$ cat src/verilog/lrx_params.svh
// Constants for the logic/return/rotate execution block
`ifndef LRX_PARAMS_SVH
`define LRX_PARAMS_SVH
`define LRX_DATA_W      8
`define LRX_ADDR_W      8
`define LRX_PC_W        13
`define LRX_ZERO_BYTE   8'h00
`define LRX_MSB         7
`define LRX_GATE_ON     1'b1
`define LRX_GATE_RST    1'b0
`define LRX_ISR_VECTOR  13'h0004
`endif

$ cat src/verilog/lrx_pkg.sv
// Types for the logic/return/rotate execution block
package lrx_pkg;
  typedef enum logic [3:0] {
    LRX_OP_NONE = 4'h0,
    LRX_OP_NOP  = 4'h1,
    LRX_OP_ORM  = 4'h2,
    LRX_OP_ORI  = 4'h3,
    LRX_OP_ORMM = 4'h4,
    LRX_OP_RET  = 4'h5,
    LRX_OP_RETL = 4'h6,
    LRX_OP_INTERRUPT_RETURN_OP = 4'h7,
    LRX_OP_RLM  = 4'h8
  } lrx_op_t;

  typedef enum logic [1:0] {
    LRX_ST_IDLE  = 2'b01,
    LRX_ST_WRITE = 2'b10
  } lrx_state_t;
endpackage

$ cat src/verilog/lrx_alu.sv
// Combinational result unit for OR and rotate-left
`timescale 1ns/1ps
`include "lrx_params.svh"
module lrx_alu #(
  parameter int DW = `LRX_DATA_W
) (
  // Operands
  input  wire logic [DW-1:0] i_acc,
  input  wire logic [DW-1:0] i_mem,
  input  wire logic [DW-1:0] i_lit,
  input  wire logic          i_use_lit,
  // Results
  output logic      [DW-1:0] o_or,
  output logic               o_zero,
  output logic      [DW-1:0] o_rol
);
  always_comb begin
    o_or   = i_acc | (i_use_lit ? i_lit : i_mem);
    o_zero = (o_or == DW'(0));
    o_rol  = {i_mem[DW-2:0], i_mem[DW-1]};
  end
endmodule

$ cat src/verilog/lrx_exec.sv
// Execution unit for NOP, OR forms, returns and rotate-left
`timescale 1ns/1ps
`include "lrx_params.svh"
module lrx_exec #(
  parameter int DW = `LRX_DATA_W,
  parameter int AW = `LRX_ADDR_W,
  parameter int PW = `LRX_PC_W
) (
  // Clock and reset
  input  wire logic          i_clk,
  input  wire logic          i_arst_n,
  // Decoded instruction
  input  wire logic          i_valid,
  input  wire logic [3:0]    i_op,
  input  wire logic [DW-1:0] i_lit,
  input  wire logic [AW-1:0] i_addr,
  // Core state inputs
  input  wire logic [DW-1:0] i_acc,
  input  wire logic [DW-1:0] i_mem_rdata,
  input  wire logic [PW-1:0] i_stack_top,
  input  wire logic          i_irq_pending,
  // Accumulator and flag update
  output logic               o_acc_we,
  output logic      [DW-1:0] o_acc_wdata,
  output logic               o_zero_we,
  output logic               o_zero,
  // Data memory write
  output logic               o_mem_we,
  output logic      [AW-1:0] o_mem_addr,
  output logic      [DW-1:0] o_mem_wdata,
  // Program flow
  output logic               o_stack_pop,
  output logic               o_stack_push,
  output logic               o_pc_load,
  output logic      [PW-1:0] o_pc_value,
  output logic               o_advance,
  // Interrupt gate
  output logic               o_global_interrupt_gate
);
  typedef struct packed {
    lrx_pkg::lrx_state_t state;
    logic                acc_we;
    logic [DW-1:0]       acc_wdata;
    logic                zero_we;
    logic                zero;
    logic                mem_we;
    logic [AW-1:0]       mem_addr;
    logic [DW-1:0]       mem_wdata;
    logic                pop;
    logic                push;
    logic                pc_load;
    logic [PW-1:0]       pc_value;
    logic                advance;
    logic                gate;
  } lrx_regs_t;

  // Field updates shared by several opcodes
  function automatic lrx_regs_t load_acc(lrx_regs_t     s,
                                         logic [DW-1:0] d);
    lrx_regs_t t;
    t           = s;
    t.acc_we    = 1'b1;
    t.acc_wdata = d;
    return t;
  endfunction

  function automatic lrx_regs_t set_zero(lrx_regs_t s,
                                         logic      z);
    lrx_regs_t t;
    t         = s;
    t.zero_we = 1'b1;
    t.zero    = z;
    return t;
  endfunction

  function automatic lrx_regs_t store_mem(lrx_regs_t     s,
                                          logic [AW-1:0] a,
                                          logic [DW-1:0] d);
    lrx_regs_t t;
    t           = s;
    t.mem_we    = 1'b1;
    t.mem_addr  = a;
    t.mem_wdata = d;
    return t;
  endfunction

  function automatic lrx_regs_t load_pc(lrx_regs_t     s,
                                        logic [PW-1:0] a);
    lrx_regs_t t;
    t          = s;
    t.pc_load  = 1'b1;
    t.pc_value = a;
    return t;
  endfunction

  // Return address leaves the stack as it is loaded
  function automatic lrx_regs_t pop_return(lrx_regs_t     s,
                                           logic [PW-1:0] a);
    lrx_regs_t t;
    t     = load_pc(s, a);
    t.pop = 1'b1;
    return t;
  endfunction

  lrx_regs_t r;
  lrx_regs_t next_r;
  logic [DW-1:0] or_res;
  logic          or_zero;
  logic [DW-1:0] rol_res;
  lrx_pkg::lrx_op_t op;

  assign op = lrx_pkg::lrx_op_t'(i_op);

  lrx_alu #(.DW(DW)) u_alu (
    .i_acc     (i_acc),
    .i_mem     (i_mem_rdata),
    .i_lit     (i_lit),
    .i_use_lit (op == lrx_pkg::LRX_OP_ORI),
    .o_or      (or_res),
    .o_zero    (or_zero),
    .o_rol     (rol_res)
  );

  always_comb begin
    next_r           = r;
    next_r.acc_we    = 1'b0;
    next_r.zero_we   = 1'b0;
    next_r.mem_we    = 1'b0;
    next_r.pop       = 1'b0;
    next_r.push      = 1'b0;
    next_r.pc_load   = 1'b0;
    next_r.advance   = 1'b0;
    next_r.state     = lrx_pkg::LRX_ST_IDLE;
    case (r.state)
      lrx_pkg::LRX_ST_IDLE: begin
        if (i_valid) begin
          next_r.advance = 1'b1;
          case (op)
            lrx_pkg::LRX_OP_NOP: begin
              next_r.advance = 1'b1;
            end
            lrx_pkg::LRX_OP_ORM: begin
              next_r = load_acc(next_r, or_res);
              next_r = set_zero(next_r, or_zero);
            end
            lrx_pkg::LRX_OP_ORI: begin
              next_r = load_acc(next_r, or_res);
              next_r = set_zero(next_r, or_zero);
            end
            lrx_pkg::LRX_OP_ORMM: begin
              next_r = store_mem(next_r, i_addr, or_res);
              next_r = set_zero(next_r, or_zero);
            end
            lrx_pkg::LRX_OP_RET: begin
              next_r.advance = 1'b0;
              next_r = pop_return(next_r, i_stack_top);
            end
            lrx_pkg::LRX_OP_RETL: begin
              next_r.advance = 1'b0;
              next_r = pop_return(next_r, i_stack_top);
              next_r = load_acc(next_r, i_lit);
            end
            lrx_pkg::LRX_OP_INTERRUPT_RETURN_OP: begin
              next_r.advance = 1'b0;
              next_r.gate    = `LRX_GATE_ON;
              if (i_irq_pending) begin
                // Keep return address stacked, enter handler directly
                next_r = load_pc(next_r, PW'(`LRX_ISR_VECTOR));
              end else begin
                next_r = pop_return(next_r, i_stack_top);
              end
            end
            lrx_pkg::LRX_OP_RLM: begin
              next_r = store_mem(next_r, i_addr, rol_res);
            end
            default: begin
              next_r.advance = 1'b0;
            end
          endcase
        end
      end
      lrx_pkg::LRX_ST_WRITE: begin
        next_r.state = lrx_pkg::LRX_ST_IDLE;
      end
      default: begin
        next_r.state = lrx_pkg::LRX_ST_IDLE;
      end
    endcase
  end

  always_ff @(posedge i_clk or negedge i_arst_n) begin
    if (!i_arst_n) begin
      r           <= '0;
      r.state     <= lrx_pkg::LRX_ST_IDLE;
      r.zero      <= 1'b0;
      r.gate      <= `LRX_GATE_RST;
      r.acc_wdata <= `LRX_ZERO_BYTE;
      r.mem_wdata <= `LRX_ZERO_BYTE;
    end else begin
      r <= next_r;
    end
  end

  assign o_acc_we                = r.acc_we;
  assign o_acc_wdata             = r.acc_wdata;
  assign o_zero_we               = r.zero_we;
  assign o_zero                  = r.zero;
  assign o_mem_we                = r.mem_we;
  assign o_mem_addr              = r.mem_addr;
  assign o_mem_wdata             = r.mem_wdata;
  assign o_stack_pop             = r.pop;
  assign o_stack_push            = r.push;
  assign o_pc_load               = r.pc_load;
  assign o_pc_value              = r.pc_value;
  assign o_advance               = r.advance;
  assign o_global_interrupt_gate = r.gate;
endmodule

$ cat config.mk
export PLATFORM = sky130hd
export DESIGN_NAME = lrx_exec
export DESIGN_NICKNAME = d
export VERILOG_FILES = /design/src/verilog/lrx_pkg.sv /design/src/verilog/lrx_alu.sv /design/src/verilog/lrx_exec.sv
export VERILOG_INCLUDE_DIRS = /design/src /design/src/verilog
export SDC_FILE = /design/constraint.sdc
export NUM_CORES = 1
export LEC_CHECK = 0
export BUFFER_PORTS_ARGS = -buffer_cell sky130_fd_sc_hd__buf_2
export CORE_UTILIZATION = 33
export DETAILED_ROUTE_END_ITERATION = 7
export PLACE_DENSITY = 0.66
export SYNTH_ARGS = -nofsm -noshare
export SYNTH_HDL_FRONTEND = slang
export SYNTH_SLANG_ARGS = --single-unit
$ cat constraint.sdc
create_clock -name i_clk -period 1.61 [get_ports i_clk]
set_clock_uncertainty 0.05 [all_clocks]
set_input_delay 0.322 -clock i_clk [delete_from_list [all_inputs] [get_ports i_clk]]
set_output_delay 0.322 -clock i_clk [all_outputs]
set_load 0.02 [all_outputs]
==> flow_metrics.tcl, run 1 <==
set metrics [dict create \
    clk_pin_slew_ps 80 \
    postCtsSetupRepairBufs 0 \
    cts_sinks 45 \
    postRouteAntennaNets 0 \
    setup-violations-final 0 \
    hpwl_um 4080 \
    synth_edf_count 0 \
    antenna_found_initial 0 \
    drt-initial-drc-count 96 \
    ys_types 31 \
    vias 1822 \
    htreeDepth 2 \
    path_class "primary input to flip-flop" \
    layout_common_cells "buf_2 (97), dfrtp_1 (45), nand2_1 (29), o21ai_0 (29), a22oi_1 (16)" \
    ys_ff_latch 45 \
    port_buffers 97 \
    cts-root-buf "clkbuf_8" \
    rsz0062_at_grt "no" \
    slowest_stage "or3_1" \
    detail_route.vias_per_cell 4.88 \
    layout_commonest_cell "buf_2" \
    area_delta_synth_final_pct 34.9 \
    grt_overflow 0 \
    clk_path_buf_depth 2 \
    critPathArrivalTime_ps 1580 \
    design_area_sq_um 2760 \
    grt_use_total_pct 17.0 \
    cp_data_required_time_ps 1800 \
    finalCritPeriodShare_pct 86.5 \
    synthFlopType "dfrtp_1" \
    boundaryPins 99 \
    whs_ps 204 \
    hold_viol 0 \
    wl_um 5180 \
    dpl-instance-area_sq_um 2670 \
    max_stage_delay_ps 330 \
    dieArea_sq_um 6510 \
    yosysWarnings 0 \
    fin_nets 350 \
    start_kind "primary input" \
    place_inst 364 \
    status "completed" \
    p_per_area_nw_per_um2 1100 \
    cts_tree "yes" \
    max-cap-violations 0 \
    drive_gt1_share_pct 41.9 \
    grt_pass1_vias 1691 \
    final_cells 373 \
    irDropWorstVdd_mv 0.508 \
    row_count 28 \
    crit_chain "buf_2, and4bb_1, buf_12, or3_1, a221oi_2, mux2_1" \
    crit_path_end_kind "flip-flop" \
    die_w_um 80.7 \
    gp_congestion 0.866 \
    grt_first_pass_wirelength_um 8400 \
    netlist_instances 192 \
    p_leak_nw 1.41 \
    fin_crit_ps 1390 \
    hold_path.class "primary input to flip-flop" \
    syn_nets 245 \
    initial_core_util_pct 34.3 \
    antennaDiodeCount 0 \
    yosysSeqAreaShare_pct 55.1 \
    max_clock_freq_mhz 718 \
    total_power_w 0.00305 \
    cts_buffers 5 \
    syn_avg_cell_area_sq_um 10.6 \
    avgRoutedWirePerCell_um 13.9 \
    synth-async-reset-ratio_pct 100 \
    grt_max_degree 29 \
    yosysTopAreaCell "dfrtp_1" \
    synth_area_leaders "dfrtp_1 (55%), o21ai_0 (7.1%), a22oi_1 (5.9%)" \
    drc 0 \
    core_sq_um 5960 \
    clock_latency_ps 290 \
    netlist.area_leader.share_pct 55.1 \
    syn_area_sq_um 2040 \
    die_height_um 80.7 \
    slew_viol_final 0 \
    path_max_fanout 20 \
    drtPass1Iterations 4 \
]
## state kept, by name, indices dropped and copies added (netlist names)
signal                   cells
o_pc_value                  13
o_acc_wdata                  8
o_stack_pop                  1
o_acc_we                     1
o_mem_wdata                  8
o_global_interrupt_gate      1
o_zero_we                    1
o_zero                       1
o_pc_load                    1
o_mem_we                     1
o_advance                    1
o_mem_addr                   8
## repair_timing
action                                  CTS  global route
hold buffers                              1             0
endpoints found under the hold margin    17             0
endpoints found under the setup margin    0             0
resized for setup                         0             0
## area by class of cell
type	count	area (sq um)
fill	597	3200
tap	75	93.8
clock buffer	8	80.1
timing repair buffer	109	616
inverter	3	11.3
multi-input combinational	133	830
sequential	45	1130
## report_power, final
| group | total (W) | internal [W] | switching (W) |
|---|---|---|---|
| logic | 0.000931 | 0.000370 | 0.000561 |
| registers | 0.00145 | 0.00134 | 0.000102 |
| clock network | 0.000669 | 0.000309 | 0.000360 |
## worst max-delay path: cells and delay by family
family,cells,cell delay (ps)
compound gates,1,240
buf+inv,2,290
mux,1,160
simple gates,2,560
## metrics by stage
| stage | worst slack (ps) | setup TNS (ps) | utilization (%) |
|---|---|---|---|
| final | 218 | 0 | 46.3 |
| after detailed placement | -118 | -699 | 44.8 |
| after global placement | -84.2 | -262 | 44.8 |
| after CTS | 190 | 0 | 46.3 |
| after floorplan | 118 | 0 | - |
| after global routing | 98.6 | 0 | 46.3 |
## final timing paths
check / slack, ps / end / from / cells after the start
min reg2reg: 430 / o_global_interrupt_gate / o_global_interrupt_gate / 1
max reg2reg: 750 / o_mem_wdata[7] / o_mem_wdata[7] / 2
min in group asynchronous: 450 / o_pc_value[4] / i_arst_n / 2
max in group asynchronous: 560 / o_zero / i_arst_n / 3
min: 200 / o_mem_addr[6] / i_addr[6] / 2
max: 220 / o_zero / i_op[3] / 6
## logic make-up after synthesis
group | count (synthesis) | synth area share, %
AO/OA/AOI/OAI | 59 | 18.4
XOR/XNOR | 1 | 0.429
buffers and inverters | 14 | 4.29
flip-flops | 45 | 55.1
multiplexers | 9 | 5.14
other | 1 | 0.184
AND/OR/NAND/NOR | 63 | 16.5
## routing by layer
| layer | vias to the layer above | part of all wire, % | GRT usage (%) | routed length, um |
|---|---|---|---|---|
| met4 | 0 | 1.2 | 4.82 | 64 |
| met5 | - | 0 | 0 | 0 |
| li1 | 898 | - | - | - |
| met2 | 63 | 48 | 27.6 | 2480 |
| met3 | 6 | 6.4 | 3.86 | 330 |
| met1 | 855 | 44 | 22.5 | 2300 |
## Yosys cell counts, drive strengths merged, types with 3 or more instances
| cell type | n |
|---|---|
| nand2 | 29 |
| dfrtp | 45 |
| nor4 | 3 |
| a211oi | 8 |
| a22oi | 16 |
| a21oi | 3 |
| nor3 | 4 |
| inv | 3 |
| nor2 | 3 |
| mux2 | 9 |
| buf | 10 |
| o21ai | 29 |
| nand3 | 5 |
| nor2b | 12 |
No activity file was read; power rests on OpenSTA's default activity.
==> run 2: changes to the inputs <==
--- a/config.mk
+++ b/config.mk
@@ -8,6 +8,7 @@
 export LEC_CHECK = 0
 export BUFFER_PORTS_ARGS = -buffer_cell sky130_fd_sc_hd__buf_2
 export CORE_UTILIZATION = 33
+export CTS_CLUSTER_SIZE = 30
 export DETAILED_ROUTE_END_ITERATION = 7
 export PLACE_DENSITY = 0.66
 export SYNTH_ARGS = -nofsm -noshare
==> constraint.sdc (replaced) <==
create_clock -name i_clk -period 1.8 [get_ports i_clk]
set_clock_uncertainty 0.05 [all_clocks]
set_input_delay 0.36 -clock i_clk [delete_from_list [all_inputs] [get_ports i_clk]]
set_output_delay 0.36 -clock i_clk [all_outputs]
set_load 0.02 [all_outputs]
==> run 2 against run 1 <==
Non-clock buffer count decreased by 4. Count of clock-buffer cells in the layout shrank 3. Sequential share of layout area is 0.17 points lower. Hold slack better by 31 ps. Routed wire length increased by 3.9%. Cell count down 1.1%. Largest power group unchanged.
==> flow_metrics.tcl, run 2 (same netlist as run 1, synthesis figures left out) <==
set metrics [dict create \
    antennaDiodeCount 0 \
    finalCritPeriodShare_pct 80.0 \
    start_kind "primary input" \
    critPathArrivalTime_ps 1600 \
    hpwl_um 4230 \
    cts_buffers 5 \
    vias 1828 \
    layout_commonest_cell "buf_2" \
    clk_path_buf_depth 2 \
    fin_util_pct 46.5 \
    max-cap-violations 0 \
    fin_crit_ps 1440 \
    p_per_area_nw_per_um2 1090 \
    max_stage_delay_ps 430 \
    slew_viol_final 0 \
    cts_sinks 45 \
    grt_max_degree 29 \
    rsz0062_at_grt "no" \
    die_height_um 80.7 \
    crit_chain "buf_2, nor2_1, buf_4, and4b_1, a22oi_1, o21ai_0" \
    dieArea_sq_um 6510 \
    fin_nets 346 \
    row_count 28 \
    largest_register_ffs 13 \
    postCtsSetupRepairBufs 0 \
    crit_path_end_kind "flip-flop" \
    drtPass1Iterations 4 \
    postRouteAntennaNets 0 \
    whs_ps 234 \
    core_sq_um 5960 \
    design_area_sq_um 2770 \
    detail_route.vias_per_cell 4.95 \
    grt_first_pass_wirelength_um 8720 \
    max_clock_freq_mhz 694 \
    htreeDepth 2 \
    p_leak_nw 1.41 \
    initial_core_util_pct 34.3 \
    path_max_fanout 8 \
    setup-violations-final 0 \
    dp_worst_setup_slack_ps 56.5 \
    gp_congestion 0.906 \
    avgRoutedWirePerCell_um 14.6 \
    port_buffers 97 \
    area_delta_synth_final_pct 35.5 \
    fill_cells 609 \
    slowest_stage "and4b_1" \
    drc 0 \
    drt-initial-drc-count 126 \
    grt_use_total_pct 17.9 \
    irDropWorstVdd_mv 0.441 \
    hold_path.class "primary input to flip-flop" \
    hold_viol 0 \
    clock_latency_ps 300 \
    path_class "primary input to flip-flop" \
    wl_um 5380 \
    ctsHoldBuffers 1 \
    drive_gt1_share_pct 42.2 \
    grt_pass1_vias 1727 \
    layout_common_cells "buf_2 (97), dfrtp_1 (45), nand2_1 (29), o21ai_0 (29), a22oi_1 (16)" \
    antenna_found_initial 0 \
    status "completed" \
    dpl-instance-area_sq_um 2620 \
    setup-tns-final_ps 0 \
    cp_data_required_time_ps 1960 \
    ctsResizeCount 0 \
    grt_overflow 0 \
    fin_ws_ps 359 \
    die_w_um 80.7 \
    cts_tree "yes" \
    clk_pin_slew_ps 80 \
    boundaryPins 99 \
    cts-root-buf "clkbuf_8" \
]
[run 2: cell types whose count changed in the layout (fill, tap and decap cells not counted), sizes merged]
cell    previous run  this run
clkbuf             8         5
clkinv             0         1
buf              108       104
bufinv             0         2
[run 2: worst paths after layout]
kind | from | to | slack (ps) | cells past startpoint
max in group asynchronous | i_arst_n | o_mem_wdata[6] | 710 | 3
worst max-delay path | i_op[1] | o_mem_wdata[4] | 360 | 6
worst min-delay path | i_addr[6] | o_mem_addr[6] | 230 | 2
worst min register to register | o_global_interrupt_gate | o_global_interrupt_gate | 430 | 1
min in group asynchronous | i_arst_n | o_pc_value[12] | 490 | 2
worst max register to register | o_mem_wdata[4] | o_mem_wdata[4] | 850 | 2
[run 2: per-layer routing]
metal,vias up,routed length [um],GRT usage [%]
met3,6,321,4.32
met5,-,0,0
li1,886,-,-
met1,881,2360,22.5
met2,55,2620,29.8
met4,0,76,6.07
[run 2: metrics by stage]
stage | instances | power, W
finish | 369 | 0.00301
global route | 369 | 0.00319
CTS | 369 | 0.00306
detailed placement | 360 | 0.00215
global placement | 360 | 0.00214
floorplan | 192 | 0.00179
[run 2: final cells by class]
| cell class | count | area (sq um) | area share (%) |
|---|---|---|---|
| Inverter | 3 | 11.3 | 0.407 |
| Tap cell | 75 | 93.8 | 3.39 |
| Clock inverter | 3 | 65.1 | 2.35 |
| Multi-Input combinational cell | 133 | 830 | 30.0 |
| Timing Repair Buffer | 105 | 573 | 20.7 |
| Sequential cell | 45 | 1130 | 40.7 |
| Clock buffer | 5 | 68.8 | 2.49 |
[run 2: worst max-delay path: cells and delay by family]
kind	cells	cell delay, ps
AND/OR/NAND/NOR	2	640
buffers and inverters	2	330
AO/OA/AOI/OAI	2	270
[run 2: power by group]
part           leakage, nW  switching, W  internal [W]
Combinational        0.782      0.000504      0.000324
Clock               0.0681      0.000342      0.000551
Sequential           0.562     0.0000913       0.00120
Total                 1.41      0.000937       0.00208
==> run 3: changes to the inputs <==
--- a/config.mk
+++ b/config.mk
@@ -10,7 +10,7 @@
 export CORE_UTILIZATION = 33
 export CTS_CLUSTER_SIZE = 30
 export DETAILED_ROUTE_END_ITERATION = 7
-export PLACE_DENSITY = 0.66
+export PLACE_DENSITY = 0.69
 export SYNTH_ARGS = -nofsm -noshare
 export SYNTH_HDL_FRONTEND = slang
 export SYNTH_SLANG_ARGS = --single-unit
==> constraint.sdc (replaced) <==
create_clock -name i_clk -period 1.2 [get_ports i_clk]
set_clock_uncertainty 0.05 [all_clocks]
set_input_delay 0.24 -clock i_clk [delete_from_list [all_inputs] [get_ports i_clk]]
set_output_delay 0.24 -clock i_clk [all_outputs]
set_load 0.02 [all_outputs]
==> run 3 against run 2 <==
The flow now finishes with violations (setup timing). First-iteration DRC count decreased by 17%. Global-route usage grew 1.2 points. Core utilization increased by 5.8 points. Critical path depth is 1 lower.
==> flow_metrics.tcl, run 3 (same netlist as run 1, synthesis figures left out) <==
set metrics [dict create \
    vias 1970 \
    row_count 28 \
    cts-root-buf "clkbuf_8" \
    clk_pin_slew_ps 80 \
    crit_path_end_kind "flip-flop" \
    area_delta_synth_final_pct 52.3 \
    status "finished with violations" \
    dieArea_sq_um 6510 \
    drt-initial-drc-count 105 \
    clk_path_buf_depth 2 \
    fill_cells 575 \
    max-cap-violations 0 \
    core_sq_um 5960 \
    fin_util_pct 52.2 \
    irDropWorstVdd_mv 0.691 \
    hold_path.class "primary input to flip-flop" \
    setup-violations-final 1 \
    drive_gt1_share_pct 52.5 \
    grt_first_pass_wirelength_um 9210 \
    cts_sinks 45 \
    detail_route.vias_per_cell 5.01 \
    port_buffers 97 \
    grt_use_total_pct 19.1 \
    gp_congestion 0.915 \
    wl_um 6180 \
    avgRoutedWirePerCell_um 15.7 \
    antennaDiodeCount 0 \
    finalCritPeriodShare_pct 102 \
    path_max_fanout 6 \
    max_clock_freq_mhz 821 \
    cp_data_required_time_ps 1390 \
    postRouteAntennaNets 0 \
    die_height_um 80.7 \
    cts_tree "yes" \
    violations "setup timing" \
    hold_viol 0 \
    critPathArrivalTime_ps 1410 \
    rsz0062_at_grt "yes" \
    path_class "primary input to flip-flop" \
    place_inst 378 \
    grt_overflow 0 \
    slew_viol_final 0 \
    initial_core_util_pct 34.3 \
    antenna_found_initial 0 \
    die_w_um 80.7 \
    clock_latency_ps 300 \
    hpwl_um 4290 \
    final_cells 393 \
    layout_commonest_cell "buf_2" \
    drc 0 \
    grt_max_degree 46 \
    start_kind "primary input" \
    fin_ws_ps -18.1 \
    layout_common_cells "buf_2 (93), dfrtp_1 (45), nand2_1 (29)" \
    grt_pass1_vias 1850 \
    htreeDepth 2 \
    drtPass1Iterations 4 \
    fin_crit_ps 1220 \
    boundaryPins 99 \
    p_per_area_nw_per_um2 1410 \
    p_leak_nw 1.56 \
    largest_register_ffs 13 \
    cts_buffers 5 \
    fin_nets 370 \
]
## run 3: critical path, stage by stage
cell	delay, ps
buf_6	100
and4bb_4	220
or3_4	390
a221oi_2	270
mux2_4	190
## run 3: timing repair
| action | CTS | global route |
|---|---|---|
| pin swaps | 2 | 6 |
| hold endpoints to repair | 45 | 0 |
| setup endpoints to repair | 16 | 21 |
| setup buffers | 1 | 3 |
| resized for setup | 10 | 30 |
| gates cloned | 1 | 2 |
| hold buffers | 1 | 0 |
## run 3: worst paths after layout
kind                                 from              to  slack (ps)  depth (start not counted)
hold reg to reg            o_pc_value[11]  o_pc_value[11]         430                          2
setup / recovery                  i_op[1]          o_zero         -20                          5
hold / removal                  i_addr[6]   o_mem_addr[6]         120                          2
min in group asynchronous        i_arst_n   o_pc_value[6]         400                          3
setup reg to reg           o_mem_wdata[4]  o_mem_wdata[4]         350                          2
max in group asynchronous        i_arst_n  o_mem_wdata[7]         480                          3
## run 3: where the power goes
part	switching (W)	total [W]	internal (W)
Sequential	0.000141	0.00194	0.00180
Clock	0.000515	0.00104	0.000521
Combinational	0.000818	0.00140	0.000582
Total	0.00147	0.00438	0.00290
## run 3: through the flow
step,worst slack (ps),hold slack (ps),total power (W),setup TNS (ps),cell area (sq um)
after floorplan,-101,-106,0.00271,-807,2080
after global placement,-402,190,0.00326,-10990,2810
after detailed placement,-414,196,0.00330,-12700,2810
after CTS,-24.4,110,0.00435,-24.4,2950
after global routing,-26.3,114,0.00462,-32.0,3110
final,-18.1,120,0.00438,-18.1,3110
## run 3: area by class of cell
class | instances | area, sq um | area share (%)
clock inverters | 1 | 5.00 | 0.161
inverters | 3 | 11.3 | 0.362
well taps | 75 | 93.8 | 3.02
flip-flops and latches | 45 | 1130 | 36.2
repair buffers | 126 | 791 | 25.4
clock buffers | 7 | 96.3 | 3.10
multi-input cells | 136 | 988 | 31.8
## run 3: layer usage
metal  global-route usage [%]  wire length [um]
met1                     23.9              2650
met2                     32.2              3020
met3                     3.75               391
met4                     7.50               116
met5                        0                 0
